[config.mk]
export PLATFORM = sky130hd
export DESIGN_NAME = rtw_top
export DESIGN_NICKNAME = d
export VERILOG_FILES = /design/src/rtw_pkg.sv /design/src/rtw_keylock.sv /design/src/rtw_window.sv /design/src/rtw_top.sv
export SDC_FILE = /design/constraint.sdc
export NUM_CORES = 1
export LEC_CHECK = 0
export CORE_ASPECT_RATIO = 1.1
export CORE_UTILIZATION = 37
export CTS_CLUSTER_DIAMETER = 200
export DETAILED_ROUTE_END_ITERATION = 10
export DONT_BUFFER_PORTS = 1
export GPL_ROUTABILITY_DRIVEN = 0
export MAX_ROUTING_LAYER = met4
export SLEW_MARGIN = 15
export SYNTH_ARGS = -nofsm -noshare
export SYNTH_HDL_FRONTEND = slang
export SYNTH_SLANG_ARGS = --single-unit
[constraint.sdc]
create_clock -name i_ref_clk -period 1.9 [get_ports i_ref_clk]
set_input_delay 0.38 -clock i_ref_clk [delete_from_list [all_inputs] [get_ports i_ref_clk]]
set_output_delay 0.38 -clock i_ref_clk [all_outputs]
set_load 0.03 [all_outputs]
[src/rtw_pkg.sv]
// rtw_pkg: register map, field layout and timing constants of the clock access and power window block
// Function
// - reading either alarm window byte steps the alarm pointer down.
// - reading either time window byte steps the time pointer down.
// - only reads of value windows step pointers through the read path.
// - timekeeping writes are ignored unless the timer write enable is set.
// - write enable sets only right after the 0x55 then 0xaa key writes.
// - two-bit clock select picks secondary, low power rc, 50 hz or 60 hz.
// - stability length counts that many power control clock periods, 0 to 255.
// - with enable set, the stability timer restarts on every alarm event.
// - sample length all ones keeps the sample window always active.
// - other sample lengths last that many power control clock periods.
// - with enable set, the sample timer starts when stability window ends.
// - stability length zero starts the sample timer straight from alarm events.
// - window timer register holds stability in 15:8 and sample in 7:0.
// - alarm pointer in config bits 9:8 selects the alarm register pair.
// - writing the alarm high byte steps the alarm pointer down to zero.
// - time pointer in calibration bits 9:8 selects the timekeeping pair.
// - writing the time high byte with write enable set steps the time pointer down to zero.
package rtw_pkg;
  localparam int unsigned ADDR_W = 4;
  localparam logic [3:0] ADDR_CALIB   = 4'h0;
  localparam logic [3:0] ADDR_TIMEWIN = 4'h1;
  localparam logic [3:0] ADDR_ALCFG   = 4'h2;
  localparam logic [3:0] ADDR_ALWIN   = 4'h3;
  localparam logic [3:0] ADDR_PWRCTL  = 4'h4;
  localparam logic [3:0] ADDR_PWTIMER = 4'h5;
  localparam logic [3:0] ADDR_KEY     = 4'h6;
  localparam logic [3:0] ADDR_STATUS  = 4'h7;

  localparam int unsigned WREN_BIT = 13;
  localparam int unsigned PTR_LSB  = 8;
  localparam int unsigned CLKSEL_LSB = 10;
  localparam int unsigned POWER_CONTROL_ENABLE_BIT  = 15;
  localparam int unsigned STAB_LSB   = 8;
  localparam int unsigned SAMP_LSB   = 0;

  localparam logic [7:0] KEY_FIRST  = 8'h55;
  localparam logic [7:0] KEY_SECOND = 8'haa;
  localparam logic [7:0] LEN_ALL_ONES = 8'hff;
  localparam logic [15:0] PWTIMER_RST = 16'h0000;
  localparam logic [15:0] UNMAPPED_RD = 16'h0000;

  localparam logic [1:0] CLK_SOSC  = 2'h0;
  localparam logic [1:0] CLK_LOW_POWER_RC_OSC  = 2'h1;
  localparam logic [1:0] CLK_EXT50 = 2'h2;
  localparam logic [1:0] CLK_EXT60 = 2'h3;

  typedef struct packed {
    logic        wr;
    logic        rd;
    logic [3:0]  addr;
    logic [15:0] wdata;
  } rtw_bus_t;

  typedef enum logic [2:0] {
    KS_IDLE = 3'b001,
    KS_GOT1 = 3'b010,
    KS_OPEN = 3'b100
  } rtw_key_t;

  typedef enum logic [2:0] {
    PW_IDLE = 3'b001,
    PW_STAB = 3'b010,
    PW_SAMP = 3'b100
  } rtw_pw_t;

  function automatic logic [1:0] ptr_dec(input logic [1:0] p);
    return (p == 2'h0) ? 2'h0 : p - 2'h1;
  endfunction
endpackage

[src/rtw_keylock.sv]
// rtw_keylock: unlock key sequencer that opens a one-access window for the write enable
`timescale 1ns/1ps
`default_nettype none
module rtw_keylock import rtw_pkg::*; (
  input  wire logic        i_ref_clk,  // core clock
  input  wire logic        i_resetn,   // sync reset, active low
  input  wire logic        i_key_wr,   // write to key register
  input  wire logic [7:0]  i_key_data, // key byte
  input  wire logic        i_any_wr,   // any register read or write
  output logic             o_open      // next access may set enable
);
  rtw_key_t st_q;
  rtw_key_t st_d;

  // any other access between key writes or after them closes the window
  always_comb begin
    st_d = KS_IDLE;
    case (st_q)
      KS_IDLE: st_d = (i_key_wr && i_key_data == KEY_FIRST) ? KS_GOT1 : KS_IDLE;
      KS_GOT1: st_d = (i_key_wr && i_key_data == KEY_SECOND) ? KS_OPEN :
                      (i_key_wr && i_key_data == KEY_FIRST) ? KS_GOT1 : KS_IDLE;
      KS_OPEN: st_d = (i_key_wr && i_key_data == KEY_FIRST) ? KS_GOT1 : KS_IDLE;
      default: st_d = KS_IDLE;
    endcase
    if (!i_any_wr && st_q != KS_IDLE)
      st_d = st_q;
  end

  always_ff @(posedge i_ref_clk) begin
    if (!i_resetn) st_q <= KS_IDLE;
    else           st_q <= st_d;
  end

  assign o_open = (st_q == KS_OPEN);

  property p_open_after_keys;
    @(posedge i_ref_clk) disable iff (!i_resetn)
      (i_key_wr && i_key_data == KEY_FIRST) ##1 (i_key_wr && i_key_data == KEY_SECOND)
      |=> o_open;
  endproperty
  a_open_after_keys: assert property (p_open_after_keys) else $error("key pair did not open");
endmodule // rtw_keylock
`default_nettype wire

[src/rtw_window.sv]
// rtw_window: stability then sample window timers driven by alarm events
`timescale 1ns/1ps
`default_nettype none
module rtw_window import rtw_pkg::*; (
  input  wire logic       i_ref_clk,  // core clock
  input  wire logic       i_resetn,   // sync reset, active low
  input  wire logic       i_tick,     // one power control clock period, pulse
  input  wire logic       i_alarm,    // alarm event pulse
  input  wire logic       i_enable,   // power control enable
  input  wire logic [7:0] i_stab_len, // stability length
  input  wire logic [7:0] i_samp_len, // sample length
  output logic            o_stab,     // stability window active
  output logic            o_samp      // sample window active
);
  rtw_pw_t    st_q;
  rtw_pw_t    st_d;
  logic [7:0] cnt_q;
  logic [7:0] cnt_d;
  wire        samp_forever = (i_samp_len == LEN_ALL_ONES);
  wire        stab_zero    = (i_stab_len == 8'h00);
  wire        last_tick    = i_tick && (cnt_q == 8'h01);

  always_comb begin
    st_d  = st_q;
    cnt_d = (i_tick && cnt_q != 8'h00) ? cnt_q - 8'h01 : cnt_q;
    case (st_q)
      PW_STAB: if (last_tick) begin
        st_d  = (i_samp_len == 8'h00) ? PW_IDLE : PW_SAMP;
        cnt_d = i_samp_len;
      end
      PW_SAMP: if (last_tick) st_d = PW_IDLE;
      default: st_d = PW_IDLE;
    endcase
    if (i_enable && i_alarm) begin
      if (!stab_zero) begin
        st_d  = PW_STAB;
        cnt_d = i_stab_len;
      end else begin
        st_d  = (i_samp_len == 8'h00) ? PW_IDLE : PW_SAMP;
        cnt_d = i_samp_len;
      end
    end
    if (!i_enable) st_d = PW_IDLE;
  end

  always_ff @(posedge i_ref_clk) begin
    if (!i_resetn) begin
      st_q  <= PW_IDLE;
      cnt_q <= 8'h00;
    end else begin
      st_q  <= st_d;
      cnt_q <= cnt_d;
    end
  end

  // all ones wins regardless of enable
  always_ff @(posedge i_ref_clk) begin
    if (!i_resetn) begin
      o_stab <= 1'b0;
      o_samp <= 1'b0;
    end else begin
      o_stab <= (st_d == PW_STAB);
      o_samp <= samp_forever || (st_d == PW_SAMP);
    end
  end

  property p_forever;
    @(posedge i_ref_clk) disable iff (!i_resetn)
      samp_forever ##1 samp_forever |-> o_samp;
  endproperty
  a_forever: assert property (p_forever) else $error("all ones sample not active");
  property p_disable_drop;
    @(posedge i_ref_clk) disable iff (!i_resetn)
      (!i_enable && !samp_forever) |=> !o_samp && !o_stab;
  endproperty
  a_disable_drop: assert property (p_disable_drop) else $error("window held while disabled");
  property p_alarm_start;
    @(posedge i_ref_clk) disable iff (!i_resetn)
      (i_enable && i_alarm && !stab_zero) |=> o_stab;
  endproperty
  a_alarm_start: assert property (p_alarm_start) else $error("alarm did not start stability");
  property p_direct_samp;
    @(posedge i_ref_clk) disable iff (!i_resetn)
      (i_enable && i_alarm && stab_zero && i_samp_len != 8'h00) |=> o_samp && !o_stab;
  endproperty
  a_direct_samp: assert property (p_direct_samp) else $error("sample not started directly");
  property p_stab_to_samp;
    @(posedge i_ref_clk) disable iff (!i_resetn)
      (st_q == PW_STAB && last_tick && i_enable && !i_alarm && i_samp_len != 8'h00) |=> o_samp;
  endproperty
  a_stab_to_samp: assert property (p_stab_to_samp) else $error("sample did not follow");
  c_stab: cover property (@(posedge i_ref_clk) disable iff (!i_resetn) o_stab ##[1:300] o_samp);
  c_forever: cover property (@(posedge i_ref_clk) disable iff (!i_resetn) samp_forever && !i_enable);
endmodule // rtw_window
`default_nettype wire

[src/rtw_top.sv]
// rtw_top: register access, write lock, clock select and power window control
`timescale 1ns/1ps
`default_nettype none
module rtw_top import rtw_pkg::*; (
  input  wire logic         i_ref_clk,   // 250 mhz core clock
  input  wire logic         i_resetn,    // sync reset, active low
  input  wire logic [3:0]   i_addr,      // register index
  input  wire logic [15:0]  i_wdata,     // write data
  input  wire logic         i_wr,        // write strobe
  input  wire logic         i_rd,        // read strobe
  output logic      [15:0]  o_rdata,     // read data, cycle after strobe
  input  wire logic [15:0]  i_time_data, // calendar pair at time pointer
  input  wire logic [15:0]  i_alarm_data,// alarm pair at alarm pointer
  output logic      [1:0]   o_time_ptr,  // time pointer
  output logic      [1:0]   o_alarm_ptr, // alarm pointer
  output logic              o_time_wr,   // accepted timekeeping write pulse
  output logic      [15:0]  o_time_wdata,// timekeeping write data
  output logic              o_alarm_wr,  // alarm value write pulse
  output logic      [15:0]  o_alarm_wdata,// alarm write data
  output logic      [1:0]   o_clk_sel,   // reference clock select
  input  wire logic         i_pwc_tick,  // power control clock pulse, same domain
  input  wire logic         i_alarm_evt, // alarm event pulse, same domain
  output logic              o_stab_active,// stability window active
  output logic              o_samp_active // sample window active
);
  rtw_bus_t   bus;
  logic [15:0] calib_q;
  logic [15:0] alcfg_q;
  logic [15:0] pwrctl_q;
  logic [15:0] pwtimer_q;
  logic [15:0] rdata_q;
  logic        key_open;

  assign bus = '{wr: i_wr, rd: i_rd, addr: i_addr, wdata: i_wdata};

  wire hit_calib   = (bus.addr == ADDR_CALIB);
  wire hit_timewin = (bus.addr == ADDR_TIMEWIN);
  wire hit_alcfg   = (bus.addr == ADDR_ALCFG);
  wire hit_alwin   = (bus.addr == ADDR_ALWIN);
  wire hit_pwrctl  = (bus.addr == ADDR_PWRCTL);
  wire hit_pwtimer = (bus.addr == ADDR_PWTIMER);
  wire hit_key     = (bus.addr == ADDR_KEY);
  wire hit_status  = (bus.addr == ADDR_STATUS);

  wire       wren       = calib_q[WREN_BIT];
  wire [1:0] time_ptr   = calib_q[PTR_LSB +: 2];
  wire [1:0] alarm_ptr  = alcfg_q[PTR_LSB +: 2];
  wire       pw_enable  = pwrctl_q[POWER_CONTROL_ENABLE_BIT];
  wire       alwin_pw   = (alarm_ptr == 2'h3);
  wire       time_wr_ok = bus.wr && hit_timewin && wren;
  wire       time_rd    = bus.rd && hit_timewin;
  wire       alarm_rd   = bus.rd && hit_alwin;
  wire       alarm_wr   = bus.wr && hit_alwin;
  wire       stab_bit, samp_bit;

  // core cannot tell byte from word, so any window read steps the pointer
  wire       time_step  = time_rd || time_wr_ok;
  wire       alarm_step = alarm_rd || alarm_wr;
  // wren may be set only while the key window is open; clear always allowed
  wire       wren_next  = bus.wdata[WREN_BIT] && (wren || key_open);

  rtw_keylock i_rtw_keylock (
    .i_ref_clk  (i_ref_clk),
    .i_resetn   (i_resetn),
    .i_key_wr   (bus.wr && hit_key),
    .i_key_data (bus.wdata[7:0]),
    .i_any_wr   (bus.wr || bus.rd),
    .o_open     (key_open)
  );

  always_ff @(posedge i_ref_clk) begin
    if (!i_resetn) begin
      calib_q <= 16'h0000;
    end else if (bus.wr && hit_calib) begin
      calib_q          <= bus.wdata;
      calib_q[WREN_BIT] <= wren_next;
    end else if (time_step) begin
      calib_q[PTR_LSB +: 2] <= ptr_dec(time_ptr);
    end
  end

  always_ff @(posedge i_ref_clk) begin
    if (!i_resetn)                  alcfg_q <= 16'h0000;
    else if (bus.wr && hit_alcfg)   alcfg_q <= bus.wdata;
    else if (alarm_step)            alcfg_q[PTR_LSB +: 2] <= ptr_dec(alarm_ptr);
  end

  always_ff @(posedge i_ref_clk) begin
    if (!i_resetn)                pwrctl_q <= 16'h0000;
    else if (bus.wr && hit_pwrctl) pwrctl_q <= bus.wdata;
  end

  // window lengths also writable through alarm window at pointer 11
  always_ff @(posedge i_ref_clk) begin
    if (!i_resetn)                   pwtimer_q <= PWTIMER_RST;
    else if (bus.wr && hit_pwtimer)  pwtimer_q <= bus.wdata;
    else if (alarm_wr && alwin_pw)   pwtimer_q <= bus.wdata;
  end

  wire [15:0] status_word = {12'h000, stab_bit, samp_bit, wren, key_open};
  wire [15:0] alwin_word  = alwin_pw ? pwtimer_q : i_alarm_data;
  wire [15:0] rd_mux =
      hit_calib   ? calib_q :
      hit_timewin ? i_time_data :
      hit_alcfg   ? alcfg_q :
      hit_alwin   ? alwin_word :
      hit_pwrctl  ? pwrctl_q :
      hit_pwtimer ? pwtimer_q :
      hit_status  ? status_word : UNMAPPED_RD;

  always_ff @(posedge i_ref_clk) begin
    if (!i_resetn)  rdata_q <= 16'h0000;
    else if (bus.rd) rdata_q <= rd_mux;
    else            rdata_q <= 16'h0000;
  end

  rtw_window i_rtw_window (
    .i_ref_clk  (i_ref_clk),
    .i_resetn   (i_resetn),
    .i_tick     (i_pwc_tick),
    .i_alarm    (i_alarm_evt),
    .i_enable   (pw_enable),
    .i_stab_len (pwtimer_q[STAB_LSB +: 8]),
    .i_samp_len (pwtimer_q[SAMP_LSB +: 8]),
    .o_stab     (stab_bit),
    .o_samp     (samp_bit)
  );

  always_ff @(posedge i_ref_clk) begin
    if (!i_resetn) begin
      o_time_wr     <= 1'b0;
      o_time_wdata  <= 16'h0000;
      o_alarm_wr    <= 1'b0;
      o_alarm_wdata <= 16'h0000;
    end else begin
      o_time_wr     <= time_wr_ok;
      o_time_wdata  <= bus.wdata;
      o_alarm_wr    <= alarm_wr && !alwin_pw;
      o_alarm_wdata <= bus.wdata;
    end
  end

  assign o_rdata       = rdata_q;
  assign o_time_ptr    = time_ptr;
  assign o_alarm_ptr   = alarm_ptr;
  assign o_clk_sel     = pwrctl_q[CLKSEL_LSB +: 2];
  assign o_stab_active = stab_bit;
  assign o_samp_active = samp_bit;

  property p_time_rd_dec;
    @(posedge i_ref_clk) disable iff (!i_resetn)
      (time_rd && time_ptr != 2'h0) |=> (time_ptr == $past(time_ptr) - 2'h1);
  endproperty
  a_time_rd_dec: assert property (p_time_rd_dec) else $error("time read no step");
  property p_alarm_rd_dec;
    @(posedge i_ref_clk) disable iff (!i_resetn)
      (alarm_rd && alarm_ptr != 2'h0) |=> (alarm_ptr == $past(alarm_ptr) - 2'h1);
  endproperty
  a_alarm_rd_dec: assert property (p_alarm_rd_dec) else $error("alarm read no step");
  property p_locked;
    @(posedge i_ref_clk) disable iff (!i_resetn)
      (bus.wr && hit_timewin && !wren) |=> !o_time_wr;
  endproperty
  a_locked: assert property (p_locked) else $error("locked time write passed");
  property p_ptr_floor;
    @(posedge i_ref_clk) disable iff (!i_resetn)
      (time_step && time_ptr == 2'h0) |=> time_ptr == 2'h0;
  endproperty
  a_ptr_floor: assert property (p_ptr_floor) else $error("pointer wrapped below zero");
  property p_no_late_set;
    @(posedge i_ref_clk) disable iff (!i_resetn)
      (!wren && !key_open) |=> !wren;
  endproperty
  a_no_late_set: assert property (p_no_late_set) else $error("enable set without key");
  property p_rdata_slot;
    @(posedge i_ref_clk) disable iff (!i_resetn)
      (bus.rd && hit_pwtimer) |=> o_rdata == $past(pwtimer_q);
  endproperty
  a_rdata_slot: assert property (p_rdata_slot) else $error("timer read mismatch");
  c_unlock: cover property (@(posedge i_ref_clk) disable iff (!i_resetn) key_open ##1 wren);
  c_tw: cover property (@(posedge i_ref_clk) disable iff (!i_resetn) o_time_wr);
  c_rdstep: cover property (@(posedge i_ref_clk) disable iff (!i_resetn) alarm_rd && alarm_ptr == 2'h2);
endmodule // rtw_top
`default_nettype wire

==> out/results.txt <==
The flow ran to the end, but the final reports show violations. The final reports fail on negative setup slack. Data on the critical path arrives at its endpoint at 2.31 ns.

Detailed placement finished with a half-perimeter wire length of 13.16 mm. The first-pass iteration count of the detailed router came out at 5. The internal portion of the total power is 5.155 mW. The actual slew at the worst max-slew pin was 0.5794 ns; the tightest slew margin relative to the limit was 0.6132. The leakage power figure came out at 2.460 nW. The run gives 0.381 as the sequential power share.

Timing would allow up to 496.5 MHz. A synthesized cell averages 8.388 sq um. The count of buffers added on input and output ports is 0. Count of unique library cells instantiated by Yosys: 66. For the count of clock tree sinks, the log shows 114. Total routing usage reported by global routing: 0.2449. The register bit total from synthesis is 114, and the core region area is 14,560 sq um. The final worst clock skew is 0.01118 ns. The clock tree root driver cell was sky130_fd_sc_hd__clkbuf_16. The clock tree synthesis step divided the H-tree into 4 levels. The run gives 641.8 uV as the largest vdd supply drop. The die covers 15,600 sq um. The worst hold path class was primary input to flop. After clock tree synthesis, the clock-pin slew on the worst setup and hold paths is 0.06 ns. The tools report the total number of yosys warnings as 0. Counting I/O delays and the setup requirement, the final critical path takes 2.014 ns. The portion of total power attributed to the clock network was 0.452.

The run gives 476 as the number of DRC markers after the initial detailed-route iteration. The number of antenna violations at the first check in global routing is 0. The logs give 17 for the number of buffers inserted during clock tree synthesis and 881 for the count of non-filler cells in the finished layout. From bottom edge to top edge, the die measures 130.9 um.

The hold violation count in the final report was 0; the net count of the mapped netlist was 727. For the global-route wire length before repair, the log shows 27.58 mm. The number of cell instances on the worst register-to-register path is 8, and the post-detailed-route count of antenna-violating nets is 0.

The total count of max-transition violations in the final report was 0. The data required time at the worst endpoint came out at 2.20 ns. For this block, the routed nets add up to 18.20 mm of wire. Adding up every negative setup slack in the final design gives -0.3615 ns.

The relative contribution of combinational cells to total power was 0.167. The run gives 100 as the largest net degree at the start of global routing. After detailed placement, the total cell area comes to 5943 sq um. By startpoint and endpoint, the worst setup path is classified as flop to flop.

TritonCTS built the clock tree. In this run the cell area of the synthesized design comes to 5587 sq um. Yosys mapped a number of flops with a built-in enable equal to 0.

The row count was 46. The detailed-route wire length per cell is 20.66 um. The worst setup path is captured at a flop. The run gives 0.3837 as the initial cell density of the core.

The tool flagged a number of max-cap violations equal to 0. Setup repair after global routing could not meet its margin everywhere. The area growth from synthesis to final layout is 18.14%, and the area occupied by multi-input gates is 2999 sq um.

The detailed router placed 5,017 vias in this run. Once layout is done, the placed cells without fillers occupy 6600 sq um. The most used flip-flop cell after synthesis is sky130_fd_sc_hd__dfxtp_1.

The post-synthesis async set-or-reset flop share was 0. The post-detailed-route via-to-cell ratio is 5.695, and the residual overflow from global routing is 0. The cell count after synthesis came out at 666.

For the via count of the first global-routing pass, the log shows 4,914. Dividing total power by cell area gives a power density of 1072 nW/um^2. The remaining routing DRC violations is 0. The share of the yosys chip area belonging to registers came out at 0.4085. The logs give 2286 sq um for the area taken by flip-flops and latches and 737 for the number of nets at the end of the flow. The worst setup path is launched from a flop. The later-pin clock latency in the skew report was 0.42 ns.

The tools report the number of antenna diodes as 0. The tools report the number of fill cells as 1,437. In this run, placement finished with an instance count of 846.

The worst hold path cell count works out to 1. Fraction of the cycle the final worst path needs: 1.060. The worst setup slack after layout was -0.1140 ns; the total power of the final layout was 7.078 mW.

The longest clock path from root to sink contains 2 buffers. The switching power came out at 1.923 mW. In this run the horizontal extent of the chip is 119.2 um.

The share of post-route cells with drive strength above 1 was 0.1742. 116 I/O pins were placed. Along the worst path, the maximum fanout reaches 2.

The final count of negative-setup-slack endpoints is 5. Share of total power consumed by net switching: 0.2716.
path summary, 6_finish.rpt:
check / startpoint / endpoint / slack (ns)
max reg2reg: i_rtw_window.cnt_q[1] / i_rtw_window.cnt_q[4] / -0.11
min reg2reg: calib_q[6] / calib_q[6] / 0.46
min: i_resetn / i_rtw_keylock.st_q[0] / 0.07
max: i_rtw_window.cnt_q[1] / i_rtw_window.cnt_q[4] / -0.11
stage by stage:
stage	utilization	hold WS [ns]	setup WS (ns)
2_1_floorplan	-	0.4366	-0.03172
3_3_place_gp	0.4081	0.4474	-0.06329
3_5_place_dp	0.4081	0.4564	-0.1147
4_1_cts	0.4516	0.05888	-0.09955
5_1_grt	0.4533	0.06728	-0.1746
6_report	0.4533	0.07477	-0.1140
power by group through the flow:
stage / logic (mW) / registers (mW) / clock network [mW]
after floorplan: 0.781 / 2.70 / 0
after global placement: 1.02 / 2.74 / 0
after detailed placement: 1.06 / 2.75 / 0
after CTS: 1.12 / 2.70 / 3.25
after global routing: 1.27 / 2.71 / 3.35
final: 1.18 / 2.70 / 3.20
worst max-delay path, stage by stage, from the launching register on:
cell and delay [ns]:
sky130_fd_sc_hd__dfxtp_2 0.32, sky130_fd_sc_hd__inv_2 0.07, sky130_fd_sc_hd__ha_4 0.12, sky130_fd_sc_hd__or4b_4 0.48, sky130_fd_sc_hd__buf_6 0.14, sky130_fd_sc_hd__o2111ai_4 0.23
sky130_fd_sc_hd__xor2_1 0.20, sky130_fd_sc_hd__nor2_1 0.07, sky130_fd_sc_hd__a221o_1 0.26
logic make-up after synthesis:
logic type	after synthesis	synth area share
AO/OA/AOI/OAI	191	0.2450
XOR/XNOR	5	0.007838
adder cells (fa/ha/maj)	3	0.006720
buffers and inverters	72	0.06472
flip-flops	114	0.4085
multiplexers	17	0.03135
AND/OR/NAND/NOR	264	0.2358
cell type report:
cell class,count,share of cell area
inverters,6,0.003412
well taps,192,0.03640
multi-input cells,480,0.4544
clock buffers,19,0.06863
repair buffers,57,0.06787
flip-flops and latches,114,0.3464
clock inverters,13,0.02294
synth_stat cells, drive strengths merged, types with 5 or more instances:
cell type,number,share of area
clkbuf,34,0.023
dfxtp,114,0.41
and3,7,0.0078
buf,32,0.038
and2,24,0.027
nand3,20,0.018
o21ai,30,0.028
o211ai,5,0.0067
nand2b,6,0.0067
a221o,6,0.011
mux2i,13,0.023
nor2,24,0.016
o32ai,5,0.0078
o2bb2ai,8,0.013
a21oi,35,0.031
nor3,8,0.0072
nor2b,12,0.013
inv,5,0.0034
a21o,5,0.0067
a21boi,54,0.073
a31oi,5,0.0056
o22ai,8,0.0090
a22oi,9,0.012
nand2,127,0.085
registers in the layout, summed over array words and instances, names as in the netlist:
name and flops:
o_alarm_wdata 16, i_rtw_window.o_samp 1, i_rtw_window.cnt_q 8, calib_q 16, pwtimer_q 16, pwrctl_q 16
o_rdata 16, o_time_wr 1, i_rtw_window.o_stab 1, o_alarm_wr 1, i_rtw_window.st_q 3, i_rtw_keylock.st_q 3
alcfg_q 16
layout by cell type, fill, tap and decap left out, types with 3 or more instances in the layout:
master / instances
sky130_fd_sc_hd__nand2_1: 127
sky130_fd_sc_hd__dfxtp_1: 111
sky130_fd_sc_hd__a21boi_0: 54
sky130_fd_sc_hd__buf_4: 54
sky130_fd_sc_hd__a21oi_1: 34
sky130_fd_sc_hd__o21ai_0: 27
sky130_fd_sc_hd__nor2_1: 24
sky130_fd_sc_hd__and2_1: 21
sky130_fd_sc_hd__nand3_1: 19
sky130_fd_sc_hd__clkbuf_16: 17
sky130_fd_sc_hd__mux2i_1: 13
sky130_fd_sc_hd__nor2b_1: 12
sky130_fd_sc_hd__a22oi_1: 9
sky130_fd_sc_hd__o2bb2ai_1: 8
sky130_fd_sc_hd__o22ai_1: 8
sky130_fd_sc_hd__nor3_1: 7
sky130_fd_sc_hd__and3_1: 7
sky130_fd_sc_hd__nand2b_1: 6
sky130_fd_sc_hd__a221o_1: 6
sky130_fd_sc_hd__a31oi_1: 5
sky130_fd_sc_hd__o32ai_1: 5
sky130_fd_sc_hd__a21o_1: 5
sky130_fd_sc_hd__o211ai_1: 5
sky130_fd_sc_hd__or3_1: 4
sky130_fd_sc_hd__xnor2_1: 4
sky130_fd_sc_hd__nor3b_1: 4
sky130_fd_sc_hd__nand4_1: 4
sky130_fd_sc_hd__mux2_2: 4
sky130_fd_sc_hd__clkinvlp_4: 4
sky130_fd_sc_hd__clkinv_4: 4
sky130_fd_sc_hd__inv_1: 3
sky130_fd_sc_hd__nor4bb_1: 3
sky130_fd_sc_hd__nor4_1: 3
sky130_fd_sc_hd__inv_6: 3
sky130_fd_sc_hd__dfxtp_2: 3
metal layers:
layer,vias up,routed length [um],track usage,part of all wire
met2,190,8771,0.4008,0.48
met1,2409,7567,0.2776,0.42
met4,0,641,0.1199,0.035
met3,43,1223,0.06684,0.067
met5,-,0,-,0
li1,2375,-,-,-
what timing repair did:
action | in CTS | in global routing
buffers inserted | 2 | 1
pin swaps | 5 | 4
endpoints found under the setup margin | 5 | 8
hold buffers | 0 | 0
resized for setup | 2 | 5
(Power assumes the default switching activity.)
